`src/rtl/irq_map_defines.vh`:
```
// Vector numbers, source positions and widths for the vector map
`ifndef IRQ_MAP_DEFINES_VH
`define IRQ_MAP_DEFINES_VH
`define NUM_VECTORS 31
`define VEC_WIDTH 5
`define NUM_SOURCES 23
`define VEC_RESET 5'h00
`define VEC_NMI 5'h01
`define VEC_NONE 5'h00
// Source bit positions on the flag and enable buses
`define SRC_VLM 0
`define SRC_PORTA 1
`define SRC_PORTB 2
`define SRC_PORTC 3
`define SRC_RTC_CNT 4
`define SRC_RTC_PIT 5
`define SRC_TA_LOW 6
`define SRC_TA_HIGH 7
`define SRC_TA_COMPARE0 8
`define SRC_TA_CMP1 9
`define SRC_TA_CMP2 10
`define SRC_TB 11
`define SRC_ACMP 12
`define SRC_ADC_RDY 13
`define SRC_ADC_WIN 14
`define SRC_TWI_TGT 15
`define SRC_TWI_CTL 16
`define SRC_SPI 17
`define SRC_USART_RX 18
`define SRC_USART_DRE 19
`define SRC_USART_TX 20
`define SRC_NVM_EE 21
`define SRC_SPARE 22
`endif

```
`src/rtl/irq_vector_map.v`:
```
// Interrupt flag, enable and vector mapping block
`timescale 1ns/1ps
`default_nettype none
`include "irq_map_defines.vh"
// Behaviour
// - Condition pulse sets source flag bit
// - Enable bit written by software, held
// - Request needs flag and enable together
// - Request stays until flag cleared
// - Global enable gates all maskable requests
// - Each used vector tied to one peripheral
// - Vector 0 reset, 1 scan checker
// - Vector 2 level monitor, 3-5 ports
// - Vectors 6,7 real-time counter sources
// - Vectors 8-12 timer A sources
// - 13 timer B, 17 comparator, others empty
// - Vectors 20,21 converter sources
// - Vectors 24-26 two-wire and SPI
// - Vectors 27-29 USART, 30 EEPROM
module irq_vector_map #(
    parameter NS = `NUM_SOURCES
) (
    input wire sys_clk_in,
    input wire nrst_in,
    input wire [NS-1:0] event_in,
    input wire [NS-1:0] flag_clear_in,
    input wire enable_wr_in,
    input wire [NS-1:0] enable_data_in,
    input wire global_enable_in,
    input wire nmi_event_in,
    input wire nmi_clear_in,
    output reg [NS-1:0] irq_flag_reg_out,
    output reg [NS-1:0] irq_control_reg_out,
    output reg nmi_flag_out,
    output reg irq_valid_out,
    output reg [`VEC_WIDTH-1:0] irq_vector_out
);
    // Reset release stages
    reg rst_s1_q;
    reg rst_s2_q;
    wire rst_n;
    // Peripheral flag and enable state
    reg [NS-1:0] flag_q;
    reg [NS-1:0] flag_d;
    reg [NS-1:0] en_q;
    reg [NS-1:0] en_d;
    // Scan checker flag, kept apart from the maskable sources
    reg nmi_q;
    reg nmi_d;
    // Gated requests and their vector image
    wire [NS-1:0] src_req;
    reg [`NUM_VECTORS-1:0] vec_req;
    // Picker result, registered before it leaves the block
    wire pick_valid;
    wire [`VEC_WIDTH-1:0] pick_vec;
    reg [`VEC_WIDTH-1:0] vec_d;
    // Loop index for the per-bit flag update
    integer k;

    // Next value of a set/clear flag bit; the set side wins a tie
    // so that an event landing in the clear cycle is never lost
    function set_wins;
        input cur_bit;
        input clr_bit;
        input set_bit;
        begin
            set_wins = (cur_bit & ~clr_bit) | set_bit;
        end
    endfunction

    // Reset released through two flops so release is clean; the
    // assertion side stays asynchronous so a glitch still clears all
    always @(posedge sys_clk_in or negedge nrst_in) begin
        if (!nrst_in) begin
            rst_s1_q <= 1'h0;
            rst_s2_q <= 1'h0;
        end else begin
            rst_s1_q <= 1'h1;
            rst_s2_q <= rst_s1_q;
        end
    end
    assign rst_n = rst_s2_q;

    // Per-bit flag update, set wins over clear
    always @* begin
        flag_d = {NS{1'h0}};
        for (k = 0; k < NS; k = k + 1) begin
            flag_d[k] = set_wins(flag_q[k], flag_clear_in[k],
                event_in[k]);
        end
    end

    // The scan checker flag uses the same set-wins update
    always @* begin
        nmi_d = set_wins(nmi_q, nmi_clear_in, nmi_event_in);
    end

    // Enables change only on a software write and are held otherwise
    always @* begin
        en_d = en_q;
        if (enable_wr_in) begin
            en_d = enable_data_in;
        end
    end

    // Flag state
    always @(posedge sys_clk_in or negedge rst_n) begin
        if (!rst_n) begin
            flag_q <= {NS{1'h0}};
        end else begin
            flag_q <= flag_d;
        end
    end

    // Enable state
    always @(posedge sys_clk_in or negedge rst_n) begin
        if (!rst_n) begin
            en_q <= {NS{1'h0}};
        end else begin
            en_q <= en_d;
        end
    end

    // Scan checker flag state
    always @(posedge sys_clk_in or negedge rst_n) begin
        if (!rst_n) begin
            nmi_q <= 1'h0;
        end else begin
            nmi_q <= nmi_d;
        end
    end

    // Per-source request is a level while flag and enable hold; the
    // spare source has a flag and an enable but no vector behind it
    assign src_req = flag_q & en_q & {NS{global_enable_in}};

    // Fixed source to vector wiring; unlisted vectors stay zero
    always @* begin
        vec_req = {`NUM_VECTORS{1'h0}};
        // Reset owns vector 0 and never requests through the map
        vec_req[0] = 1'h0;
        // Scan checker, not gated by the global enable
        vec_req[1] = nmi_q;
        // Level monitor and the three pin ports
        vec_req[2] = src_req[`SRC_VLM];
        vec_req[3] = src_req[`SRC_PORTA];
        vec_req[4] = src_req[`SRC_PORTB];
        vec_req[5] = src_req[`SRC_PORTC];
        // Real-time counter: count and periodic tick
        vec_req[6] = src_req[`SRC_RTC_CNT];
        vec_req[7] = src_req[`SRC_RTC_PIT];
        // Timer A: low and high byte, then the three compare channels
        vec_req[8] = src_req[`SRC_TA_LOW];
        vec_req[9] = src_req[`SRC_TA_HIGH];
        vec_req[10] = src_req[`SRC_TA_COMPARE0];
        vec_req[11] = src_req[`SRC_TA_CMP1];
        vec_req[12] = src_req[`SRC_TA_CMP2];
        // Timer B and the analog comparator
        vec_req[13] = src_req[`SRC_TB];
        vec_req[17] = src_req[`SRC_ACMP];
        // Converter: result ready and window compare
        vec_req[20] = src_req[`SRC_ADC_RDY];
        vec_req[21] = src_req[`SRC_ADC_WIN];
        // Two-wire target, two-wire controller and SPI
        vec_req[24] = src_req[`SRC_TWI_TGT];
        vec_req[25] = src_req[`SRC_TWI_CTL];
        vec_req[26] = src_req[`SRC_SPI];
        // USART receive, buffer empty and transmit, then EEPROM
        vec_req[27] = src_req[`SRC_USART_RX];
        vec_req[28] = src_req[`SRC_USART_DRE];
        vec_req[29] = src_req[`SRC_USART_TX];
        vec_req[30] = src_req[`SRC_NVM_EE];
    end

    // Priority picker, lowest vector wins
    vector_pick #(
        .N(`NUM_VECTORS),
        .W(`VEC_WIDTH)
    ) u_vector_pick (
        .req_in(vec_req),
        .valid_out(pick_valid),
        .vec_out(pick_vec)
    );

    // Idle vector is forced to zero so the core never sees a stale one
    always @* begin
        vec_d = `VEC_NONE;
        if (pick_valid) begin
            vec_d = pick_vec;
        end
    end

    // Flag image; registering costs a cycle but keeps outputs on flops
    always @(posedge sys_clk_in or negedge rst_n) begin
        if (!rst_n) begin
            irq_flag_reg_out <= {NS{1'h0}};
        end else begin
            irq_flag_reg_out <= flag_q;
        end
    end

    // Enable image as last written
    always @(posedge sys_clk_in or negedge rst_n) begin
        if (!rst_n) begin
            irq_control_reg_out <= {NS{1'h0}};
        end else begin
            irq_control_reg_out <= en_q;
        end
    end

    // Scan checker flag image; it ignores the global enable
    always @(posedge sys_clk_in or negedge rst_n) begin
        if (!rst_n) begin
            nmi_flag_out <= 1'h0;
        end else begin
            nmi_flag_out <= nmi_q;
        end
    end

    // Request pending towards the core
    always @(posedge sys_clk_in or negedge rst_n) begin
        if (!rst_n) begin
            irq_valid_out <= 1'h0;
        end else begin
            irq_valid_out <= pick_valid;
        end
    end

    // Vector presented to the core, zero while nothing is pending
    always @(posedge sys_clk_in or negedge rst_n) begin
        if (!rst_n) begin
            irq_vector_out <= `VEC_NONE;
        end else begin
            irq_vector_out <= vec_d;
        end
    end
endmodule
`default_nettype wire

```
`src/rtl/vector_pick.v`:
```
// Lowest-numbered active vector picker
`timescale 1ns/1ps
`default_nettype none
module vector_pick #(
    parameter N = 31,
    parameter W = 5
) (
    input wire [N-1:0] req_in,
    output reg valid_out,
    output reg [W-1:0] vec_out
);
    integer i;
    // Scan downward so the lowest index is the one left standing
    always @* begin
        valid_out = 1'h0;
        vec_out = {W{1'h0}};
        for (i = N - 1; i >= 1; i = i - 1) begin
            if (req_in[i]) begin
                valid_out = 1'h1;
                vec_out = i[W-1:0];
            end
        end
    end
endmodule
`default_nettype wire

```
`config.mk`:
```
export PLATFORM = sky130hd
export DESIGN_NAME = irq_vector_map
export DESIGN_NICKNAME = d
export VERILOG_FILES = /design/src/rtl/irq_vector_map.v /design/src/rtl/vector_pick.v
export VERILOG_INCLUDE_DIRS = /design/src /design/src/rtl
export SDC_FILE = /design/constraint.sdc
export NUM_CORES = 1
export LEC_CHECK = 0
export BUFFER_PORTS_ARGS = -buffer_cell sky130_fd_sc_hd__clkbuf_2
export CAP_MARGIN = 5
export CORE_MARGIN = 2
export CORE_UTILIZATION = 42
export DETAILED_ROUTE_END_ITERATION = 10
export GPL_ROUTABILITY_DRIVEN = 0
export PLACE_DENSITY = 0.81
export SLEW_MARGIN = 40
export SYNTH_ARGS = -nofsm -noshare
export SYNTH_HDL_FRONTEND = slang
export SYNTH_SLANG_ARGS = --single-unit
```
`constraint.sdc`:
```
create_clock -name sys_clk_in -period 6.5 [get_ports sys_clk_in]
set_clock_uncertainty 0.1 [all_clocks]
set_input_delay 1.3 -clock sys_clk_in [delete_from_list [all_inputs] [get_ports sys_clk_in]]
set_output_delay 1.3 -clock sys_clk_in [all_outputs]
set_load 0.01 [all_outputs]
```
# Yosys cells after proc, flatten, opt, wreduce, memory -nomap -nowiden
# Index checks and enable logic that the tools add are counted.
[op_classes] mux=47 n_bitwise=74
[ops] cell="5-bit 2-to-1 mux" n=24
[ops] cell="22-bit AND" n=2
[ops] cell="1-bit AND" n=24
[ops] cell="1-bit NOT" n=24
[ops] cell="1-bit OR" n=24
[ops] cell="1-bit 2-to-1 mux" n=23
[totals] ff_bits=102 wordCells=131 in_bits=75

# Depth between registers and ports, before layout
# Gate-level depths: netlist of run 1.
[depth] ltp_word=26 mapped_depth=6 ltp_nobuf=5

# Modules after synthesis
# Synthesis of run 1 repeated with hierarchy kept, for this count alone.
[unflattened] hier_cells=273 hier_area_um2=3678.5
[modules_own_cells] module="irq_vector_map" area_each_um2=3288.2 cells_per_inst=206 instances=1
[modules_own_cells] module="vector_pick" area_each_um2=390.4 cells_per_inst=67 instances=1

# Least setup slack after synthesis of run 1
# Ideal clock, no wire load.
[synth_path] path_type="input-to-reg" startpoint="in global_enable_in" endpoint="reg irq_vector_out[2]" cell_stages=5 n_path_buf=2 t_arrival_ps=2034 slack_ps=4231 cell_sequence="buf_2 -> buf_2 -> o21ai_0 -> o311ai_0 -> a31oi_1"
[synth_via] elab_chain_cells=25 elab_cells_between_ends=48 cone_classes="47 x mux; 1 x bitwise"
[synth_lines] element="start: declaration" line="irq_vector_map.v:29" rtl="input wire global_enable_in,"
[synth_lines] element="22-bit AND (*)" line="irq_vector_map.v:135" rtl="assign src_req = flag_q & en_q & {NS{global_enable_in}};"
[synth_lines] element="5-bit 2-to-1 mux / 1-bit 2-to-1 mux (equally long branches) (23 in a row)" line="vector_pick.v:18" rtl="if (req_in[i]) begin"
[synth_lines] element="5-bit 2-to-1 mux (*)" line="irq_vector_map.v:188" rtl="if (pick_valid) begin"
[synth_lines] element="via vec_d[2]" line="irq_vector_map.v:56" rtl="reg [`VEC_WIDTH-1:0] vec_d;"
[synth_lines] element="end signal: assignment" line="irq_vector_map.v:232" rtl="irq_vector_out <= `VEC_NONE;"
[synth_lines] element="end signal: assignment" line="irq_vector_map.v:234" rtl="irq_vector_out <= vec_d;"
[synth_lines] element="end: declaration" line="irq_vector_map.v:36" rtl="output reg [`VEC_WIDTH-1:0] irq_vector_out"
# The timed path passes the listed nets; every way through them passes the cells marked *.
# A chain may end at the register's enable or synchronous reset.

# Final worst setup path of run 1
[layout_path] startpoint="reg irq_control_reg_out[15]" endpoint="out irq_control_reg_out[15]"
[layout_rtl] element="start: declaration" line="irq_vector_map.v:33" rtl="output reg [NS-1:0] irq_control_reg_out,"
[layout_rtl] element="start signal: assignment" line="irq_vector_map.v:205" rtl="irq_control_reg_out <= {NS{1'h0}};"
[layout_rtl] element="start signal: assignment" line="irq_vector_map.v:207" rtl="irq_control_reg_out <= en_q;"
# No word-level cell between the ends.

==> impl_metrics.json, run 1 <==
{
  "yosys.area_share.simple_pct": 4.35,
  "synthCells": 247,
  "cts_hold_buf": 0,
  "yosysSeqAreaShare_pct": 72.7,
  "pre_cts_ws_ns": 3.97,
  "startpoint": "irq_control_reg_out[15]",
  "ant_nets": 0,
  "min_period_ns": 2.27,
  "worstSkewPairLatency_ns": 0.35,
  "core_area_sq_mm": 0.00818,
  "max_freq_mhz": 441,
  "grt-ovfl-total": 0,
  "ioPinCount": 128,
  "yosysTopAreaCell": "dfrtp_1",
  "synth_fa_ha_area_share_pct": 0,
  "grt_max_degree": 74,
  "cts_buffers": 9,
  "synthTopCellsByCount": "dfrtp_1, inv_1, nand2_1",
  "fin_cells": 492,
  "cp_top_family": "flip-flops",
  "fin_ws_ns": 4.23,
  "syn_avg_cell_area_sq_um": 14.2,
  "final_core_utilization_pct": 54.9,
  "drt-total-wl_um": 7390,
  "grt_usage_pct": 17.0,
  "synth_top_area_share_pct": 72.7,
  "slew_headroom_pct": 56.5,
  "syn_area_sq_mm": 0.00351,
  "cts_buffer_depth": 2,
  "crit_fanout": 1,
  "p_total_mw": 1.29,
  "setup_violations": 0,
  "ys_types": 29,
  "grt_pass1_vias": 2504,
  "cp.arrival_ns": 0.87,
  "clock-sinks": 102,
  "crit_required_ns": 5.10,
  "wl_per_cell_um": 15.0,
  "worstPathCellList": "clkbuf_2",
  "htree_levels": 3,
  "powerDensity_mw_per_mm2": 288,
  "synth_edf_count": 0,
  "setup_tns_ns": 0,
  "synthXorXnorAreaFrac_pct": 0,
  "synthMuxAreaShare_pct": 7.38,
  "worstSetupEndpointType": "output port",
  "num_rows": 33,
  "synth_nets": 322,
  "tightest_slew_ns": 0.653,
  "start_kind": "flop",
  "cts_root_buf": "clkbuf_8",
  "final_hold_viol_count": 0,
  "grt_first_pass_wirelength_um": 11500,
  "ys_top_cells_by_area": "dfrtp_1, mux2_2, a21o_1",
  "cts_tree": "yes",
  "cp_slowest_stage_delay_ns": 0.39,
  "synth-seq-cells": 102,
  "fp.dieH_um": 95.4,
  "path_clk_slew_ns": 0.09,
  "route.vias.total": 2400,
  "diodes": 0,
  "ctsResizeCount": 0,
  "irDropWorstVdd_mv": 0.139,
  "via_per_inst": 4.88,
  "synthArstFlopShare_pct": 100,
  "initial_core_util_pct": 42.9,
  "postCtsSetupBuffers": 0,
  "num-nets-final": 457,
  "synthMostInstantiatedCell": "dfrtp_1",
  "fillCellCount": 703,
  "area_growth_syn_to_layout_pct": 27.8,
  "r2r-start": "flag_q[21]",
  "crit_buf_inv": 1,
  "drive_gt1_share_pct": 43.4,
  "chipWidth_um": 95.4,
  "drt-initial-drc-count": 128,
  "synth_top_family_by_area": "compound AO/OA/AOI/OAI gates",
  "synth_ff_type": "dfrtp_1",
  "firstDrtPassIters": 5,
  "min_path_type": "reg -> async",
  "dp_hpwl_um": 5340,
  "place_inst": 476,
  "port_buffers": 127,
  "rsz0062_at_grt": "no",
  "power.leakage_nw": 2.30,
  "dieArea_sq_mm": 0.00910,
  "crit_type": "reg -> out",
  "synth-compound-area-share_pct": 12.3,
  "antenna_found_initial": 0,
  "route.detailed.drc": 0,
  "status": "completed",
  "crit_slowest_cell": "dfrtp_1",
  "drv_cap": 0,
  "fin_crit_sh_pct": 34.9,
  "synth_warnings": 0,
  "drv_slew": 0
}
[state kept, by name (all words and copies together), names as in the netlist]
| signal | cells |
|---|---|
| irq_control_reg_out | 23 |
| nmi_q | 1 |
| rst_s1_q | 1 |
| nmi_flag_out | 1 |
| rst_n | 1 |
| en_q | 23 |
| irq_vector_out | 5 |
| irq_flag_reg_out | 23 |
| irq_valid_out | 1 |
| flag_q | 23 |
[power by group]
| part | internal [mW] | switching (mW) | leakage (nW) |
|---|---|---|---|
| combinational | 0.0713 | 0.0755 | 1.05 |
| clock | 0.216 | 0.206 | 0.106 |
| sequential | 0.686 | 0.0373 | 1.15 |
[final timing paths]
check	end	cells past startpoint	slack [ns]
worst max-delay path	irq_control_reg_out[15]	1	4.23
worst min-delay path	en_q[22]	0	0.14
max in group asynchronous	en_q[16]	1	5.23
worst max register to register	irq_vector_out[3]	5	4.74
worst min register to register	en_q[22]	0	0.14
min in group sys_clk_in	rst_n	0	0.26
[cell type report]
cell class / instances / area (sq um) / share of cell area, %
Sequential cell: 102 / 2560 / 57.0
Multi-Input combinational cell: 117 / 847 / 18.9
Timing Repair Buffer: 128 / 647 / 14.4
Clock inverter: 6 / 86.3 / 1.92
Tap cell: 105 / 131 / 2.93
Inverter: 24 / 90.1 / 2.01
Clock buffer: 10 / 128 / 2.85
[cell usage in the layout, fill, tap and decap left out, types with 2 or more instances in the layout]
master,Yosys,routed
clkinv_2,0,2
and2_1,2,2
clkbuf_8,0,9
a21oi_1,4,4
a21o_1,23,23
a32o_1,2,2
a222oi_1,2,2
bufinv_16,0,2
mux2_2,23,23
dfrtp_1,102,101
o21ai_0,7,7
a22oi_1,3,3
a22o_1,6,6
nand3_1,5,5
nor2b_1,2,2
inv_1,24,24
clkbuf_2,0,127
nand2_1,24,24
[stage by stage]
| stage | hold WS, ns | cell area [sq um] |
|---|---|---|
| after floorplan | 0.231 | 3510 |
| final | 0.140 | 4490 |
| after detailed placement | 0.146 | 4270 |
| after global routing | 0.176 | 4490 |
| after CTS | 0.157 | 4490 |
| after global placement | 0.140 | 4270 |
[logic make-up (layout without fill, tap and decap cells)]
| kind of cell | count (synthesis) | after routing |
|---|---|---|
| flip-flops | 102 | 102 |
| AO/OA/AOI/OAI | 58 | 58 |
| AND/OR/NAND/NOR | 35 | 35 |
| buffers and inverters | 28 | 168 |
| multiplexers | 23 | 23 |
| other | 1 | 1 |
[per-layer routing]
layer,GRT usage (%),vias up,share of wire (%)
met3,4.90,15,7.1
met1,21.3,1164,42
met2,27.3,99,49
li1,-,1122,-
met4,7.74,0,2.2
met5,0,-,0
No activity file was read; power rests on OpenSTA's default activity.
==> run 2: changes to the inputs <==
Settings changed: ABC_AREA from default to 1, PLACE_DENSITY 0.81 to 0.83.
Clock period 6.5 ns to 2 ns, I/O delays scaled along.
==> run 2 against run 1 <==
Against the previous run:
- die area rose by 2.2%
- sequential share of layout area fell by 0.98 points
- critical path type is now reg -> reg
- first-iteration DRC count rose by 13%
- critical endpoint is now irq_vector_out[0]
- global-route usage rose by 0.29 points
==> impl_metrics.json, run 2 <==
{
  "cp_top_family": "simple AND/OR/NAND/NOR gates",
  "synth_top_area_share_pct": 71.1,
  "worstPathCellList": "nand3_1 > nand2_1 > nor2_2 > nand2_1 > nand2_1 > nand2_1 > nand2_1 > nand2_1 > nand2_1 > nand2_1 > nand2_1 > nand2_1 > nand2_1 > nand2_1 > nand2_1 > nand2_1",
  "cts_tree": "yes",
  "critical_path.most_common_cell": "nand2_1",
  "synthMostInstantiatedCell": "dfrtp_1",
  "worstSetupEndpointType": "flop",
  "grt.busiest_layer": "met2",
  "cp.arrival_ns": 1.87,
  "chipWidth_um": 96.5,
  "final_hold_viol_count": 0,
  "rsz0062_at_grt": "no",
  "synthArstFlopShare_pct": 100,
  "met3_usage_pct": 3.72,
  "htree_levels": 3,
  "start_kind": "flop",
  "synth_edf_count": 0,
  "synth_ff_type": "dfrtp_1",
  "irDropWorstVdd_mv": 0.339,
  "antenna_found_initial": 0,
  "placedInstanceArea_sq_mm": 0.00436,
  "synthMuxAreaShare_pct": 5.33,
  "crit_type": "reg -> reg",
  "setup_violations": 0,
  "power.leakage_nw": 2.43,
  "port_buffers": 127,
  "dieArea_sq_mm": 0.00931,
  "crit_required_ns": 2.16,
  "synth-seq-cells": 102,
  "crit_buf_inv": 0,
  "fin_crit_sh_pct": 85.5,
  "syn_avg_cell_area_sq_um": 12.5,
  "synth_top_family_by_area": "simple AND/OR/NAND/NOR gates",
  "drv_cap": 0,
  "design_area_sq_mm": 0.00456,
  "min_period_ns": 1.71,
  "syn_area_sq_mm": 0.00359,
  "wl_per_cell_um": 13.9,
  "drive_gt1_share_pct": 40.6,
  "ys_types": 22,
  "ioPinCount": 128,
  "fp.dieH_um": 96.5,
  "grt_usage_pct": 17.3,
  "ant_nets": 0,
  "cts_root_buf": "clkbuf_8",
  "synthTopCellsByCount": "dfrtp_1, inv_1, nand2_1",
  "final_core_utilization_pct": 55.3,
  "layout_commonest_cell": "clkbuf_2",
  "via_per_inst": 4.66,
  "ys_top_cells_by_area": "dfrtp_1, mux2_2, o21bai_1",
  "cts_buffers": 9,
  "r2r_slack_ns": 0.29,
  "num-nets-final": 499,
  "drv_slew": 0,
  "synthXorXnorAreaFrac_pct": 0,
  "firstDrtPassIters": 6,
  "worstSkewPairLatency_ns": 0.36,
  "synth_warnings": 0,
  "crit_fanout": 3,
  "drt-initial-drc-count": 144,
  "dp_hpwl_um": 5480,
  "grt_first_pass_wirelength_um": 12000,
  "area_growth_syn_to_layout_pct": 27.1,
  "grt_util_met1_pct": 23.3,
  "ctsResizeCount": 0,
  "cp_slowest_stage_delay_ns": 0.42,
  "synth_fa_ha_area_share_pct": 0,
  "place_inst": 517,
  "powerDensity_mw_per_mm2": 888,
  "yosysTopAreaCell": "dfrtp_1",
  "grt_max_degree": 101,
  "slew_headroom_pct": 60.2,
  "fin_cells": 534,
  "initial_core_util_pct": 43.5,
  "status": "completed",
  "grt_pass1_vias": 2505,
  "cts_buffer_depth": 2,
  "synth-compound-area-share_pct": 6.83,
  "min_path_type": "in -> reg",
  "yosys.area_share.simple_pct": 11.2,
  "grt-ovfl-total": 0,
  "drt-total-wl_um": 7420,
  "synthCells": 287,
  "path_clk_slew_ns": 0.10,
  "yosysSeqAreaShare_pct": 71.1,
  "final_cell_mix": "clkbuf_2, dfrtp_1, inv_1, nand2_1, o21bai_1",
  "diodes": 0,
  "core_area_sq_mm": 0.00826,
  "grt_util_met2_pct": 27.4,
  "route.vias.total": 2487,
  "num_rows": 33,
  "crit_slowest_cell": "dfrtp_1",
  "clock-sinks": 102,
  "tightest_slew_ns": 0.597,
  "synth_nets": 362,
  "route.detailed.drc": 0,
  "max_freq_mhz": 585
}
## run 2: cell count changes in the layout (fill, tap and decap cells not counted), moves of 6 or more
cell,before,now
a21o_1,23,0
a22o_1,6,0
inv_1,24,42
mux2_2,23,17
nand2_1,24,40
nand3_1,5,12
nor2_1,1,12
nor3_1,0,6
o21bai_1,0,25
## run 2: area by class of cell
type / count / area (sq um)
clock buffers: 11 / 151
clock inverters: 5 / 40.0
fillers: 722 / 3690
inverters: 43 / 161
multi-input cells: 137 / 843
flip-flops and latches: 102 / 2560
well taps: 105 / 131
repair buffers: 131 / 681
## run 2: what timing repair did
action | CTS | global route
endpoints found under the hold margin | 2 | 0
hold buffers | 1 | 0
buffers inserted | 0 | 0
## run 2: kinds of logic (layout without fill, tap and decap cells)
family,count (synthesis),after routing
mux,17,17
buf+inv,48,190
flops,102,102
simple gates,83,83
other cells,1,1
compound gates,36,36
## run 2: where the power goes
part	leakage (nW)	internal [mW]	switching (mW)	total, mW
Sequential	1.15	2.23	0.0910	2.32
Combinational	1.18	0.227	0.285	0.512
Clock	0.100	0.532	0.691	1.22
Total	2.43	2.99	1.07	4.05
## run 2: path summary, 6_finish.rpt
kind / from / endpoint / cells after the start
setup reg to reg: en_q[11] / irq_vector_out[0] / 16
min in group asynchronous: nrst_in / rst_n / 2
max in group asynchronous: rst_n / flag_q[16] / 1
hold / removal: flag_clear_in[18] / flag_q[18] / 2
hold reg to reg: rst_n / en_q[22] / 1
setup / recovery: en_q[11] / irq_vector_out[0] / 16
## run 2: through the flow
stage | setup TNS, ns | hold slack [ns] | setup WS, ns | power [mW]
final | 0 | 0.102 | 0.290 | 4.05
after global routing | 0 | 0.0890 | 0.0796 | 4.28
after CTS | 0 | 0.0871 | 0.305 | 4.10
after detailed placement | -0.0252 | 0.0888 | -0.0252 | 2.88
after global placement | 0 | 0.0855 | 0.0831 | 2.86
after floorplan | 0 | 0.00441 | 0.188 | 2.63
## run 2: routing by layer
metal,up-vias,wire [um]
met5,-,0
met4,0,99
met3,8,496
met2,94,3580
met1,1197,3250
li1,1188,-
==> run 3: changes to the inputs <==
Settings changed: PLACE_DENSITY 0.83 to 0.72.
==> run 3 against run 2 <==
Against the previous run:
- global-route usage shrank 0.73 points
- routed wire length down 3.2%
- cell count is 0.19% lower
- combinational power barely moved
- clock power increased by 7%
- via count down 2.2%
- worst hold slack better by 0.019 ns
- setup slack better by 0.044 ns
- cell area grew 0.49%
- sequential power hardly changed
- critical endpoint is now irq_vector_out[2]
==> impl_metrics.json, run 3 (synthesized netlist as in run 2, its figures left out) <==
{
  "status": "completed",
  "r2r_end": "irq_vector_out[2]",
  "setup_tns_ns": 0,
  "wl_per_cell_um": 13.5,
  "cts_buffers": 9,
  "worstSetupEndpointType": "flop",
  "dieArea_sq_mm": 0.00931,
  "via_per_inst": 4.56,
  "grt-ovfl-total": 0,
  "cts_tree": "yes",
  "fin_cells": 533,
  "port_buffers": 127,
  "chipWidth_um": 96.5,
  "drv_slew": 0,
  "drive_gt1_share_pct": 40.4,
  "drv_cap": 0,
  "r2r-start": "flag_q[20]",
  "ant_nets": 0,
  "slew_headroom_pct": 61.0,
  "min_path_type": "in -> reg",
  "grt_pass1_vias": 2495,
  "layout_commonest_cell": "clkbuf_2",
  "place_inst": 519,
  "ioPinCount": 128,
  "min_period_ns": 1.67,
  "tightest_slew_ns": 0.584,
  "holdPathStages": 2,
  "grt_usage_pct": 16.5,
  "cp.arrival_ns": 1.80,
  "initial_core_util_pct": 43.5,
  "core_area_sq_mm": 0.00826,
  "setup_violations": 0,
  "fillCellCount": 751,
  "powerDensity_mw_per_mm2": 902,
  "fin_ws_ns": 0.334,
  "path_clk_slew_ns": 0.09,
  "postCtsSetupBuffers": 0,
  "num_rows": 33,
  "firstDrtPassIters": 4,
  "drt-initial-drc-count": 73,
  "final_cell_mix": "clkbuf_2, dfrtp_1, inv_1, nand2_1, o21bai_1",
  "clock-sinks": 102,
  "pre_cts_ws_ns": 0.0459,
  "crit_fanout": 2,
  "start_kind": "flop",
  "r2r_slack_ns": 0.33,
  "ff2ff_path_depth": 10,
  "irDropWorstVdd_mv": 0.423,
  "antenna_found_initial": 0,
  "num-nets-final": 501,
  "diodes": 0,
  "grt_first_pass_wirelength_um": 11500,
  "area_growth_syn_to_layout_pct": 27.7,
  "cts_root_buf": "clkbuf_8",
  "fin_crit_sh_pct": 83.3,
  "holdPathEnd": "flag_q[21]",
  "route.detailed.drc": 0,
  "drt-total-wl_um": 7180,
  "htree_levels": 3,
  "dp_hpwl_um": 5460,
  "crit_required_ns": 2.13,
  "cts_buffer_depth": 2,
  "power.leakage_nw": 2.43,
  "worstSkewPairLatency_ns": 0.35,
  "rsz0062_at_grt": "no",
  "final_hold_viol_count": 0,
  "max_freq_mhz": 600,
  "grt_max_degree": 57,
  "route.vias.total": 2432,
  "hold_ws_ns": 0.121,
  "crit_type": "reg -> reg",
  "min_from": "flag_clear_in[21]",
  "final_core_utilization_pct": 55.5,
  "fp.dieH_um": 96.5
}
-- run 3: changes by cell type in the layout (fill, tap and decap cells not counted) --
cell | previous run | this run
buf_4 | 2 | 4
bufinv_16 | 0 | 2
clkbuf_8 | 11 | 9
clkinv_4 | 2 | 0
clkinvlp_4 | 0 | 2
inv_6 | 2 | 0
clkinv_2 | 1 | 0
-- run 3: cell type report --
class | count | area (sq um) | area share [%]
repair buffers | 133 | 696 | 15.2
inverters | 43 | 161 | 3.52
clock buffers | 9 | 124 | 2.70
multi-input cells | 137 | 843 | 18.4
flip-flops and latches | 102 | 2560 | 55.7
clock inverters | 4 | 75.1 | 1.64
well taps | 105 | 131 | 2.86
-- run 3: power by group --
group          internal [mW]  switching (mW)  total, mW
registers               2.23          0.0903       2.32
logic                  0.232           0.280      0.512
clock network          0.684           0.625       1.31
total                   3.14           0.995       4.14
-- run 3: worst max path at each step --
stage                           from                 to  slack [ns]  depth (start not counted)
floorplan                      rst_n            en_q[0]        0.19                          0
global placement    global_enable_in  irq_vector_out[0]        0.06                         15
detailed placement  global_enable_in  irq_vector_out[0]        0.05                         17
CTS                       flag_q[20]  irq_vector_out[2]        0.32                         10
global route              flag_q[20]  irq_vector_out[3]        0.16                         10
finish                    flag_q[20]  irq_vector_out[2]        0.33                         10
-- run 3: timing repair --
| action | 4_1_cts | 5_1_grt |
|---|---|---|
| hold buffers | 1 | 0 |
| gates resized for setup | 0 | 0 |
| endpoints found under the hold margin | 2 | 0 |
-- run 3: stage by stage --
stage	area [sq um]	power, mW
finish	4590	4.14
global route	4590	4.38
CTS	4590	4.21
detailed placement	4380	2.88
global placement	4380	2.87
floorplan	3590	2.63
-- run 3: critical path, stage by stage (launching register included) --
cell and delay (ns):
dfrtp_1 0.40, inv_1 0.08, nor2_1 0.06, inv_1 0.07, nand2_1 0.06, nor2_1 0.14
nand4_1 0.16, nor3b_2 0.24, nand2_1 0.10, nand3_1 0.10, a21oi_1 0.05
-- run 3: metal layers --
metal  GRT usage [%]  wire (um)  part of all wire, %  up-vias
met2            27.6       3520                   49       88
met1            20.9       3130                   44     1153
li1                -          -                    -     1189
met3            5.35        498                  6.9        2
met4            4.23         29                 0.40        0
met5               0          0                    0        -
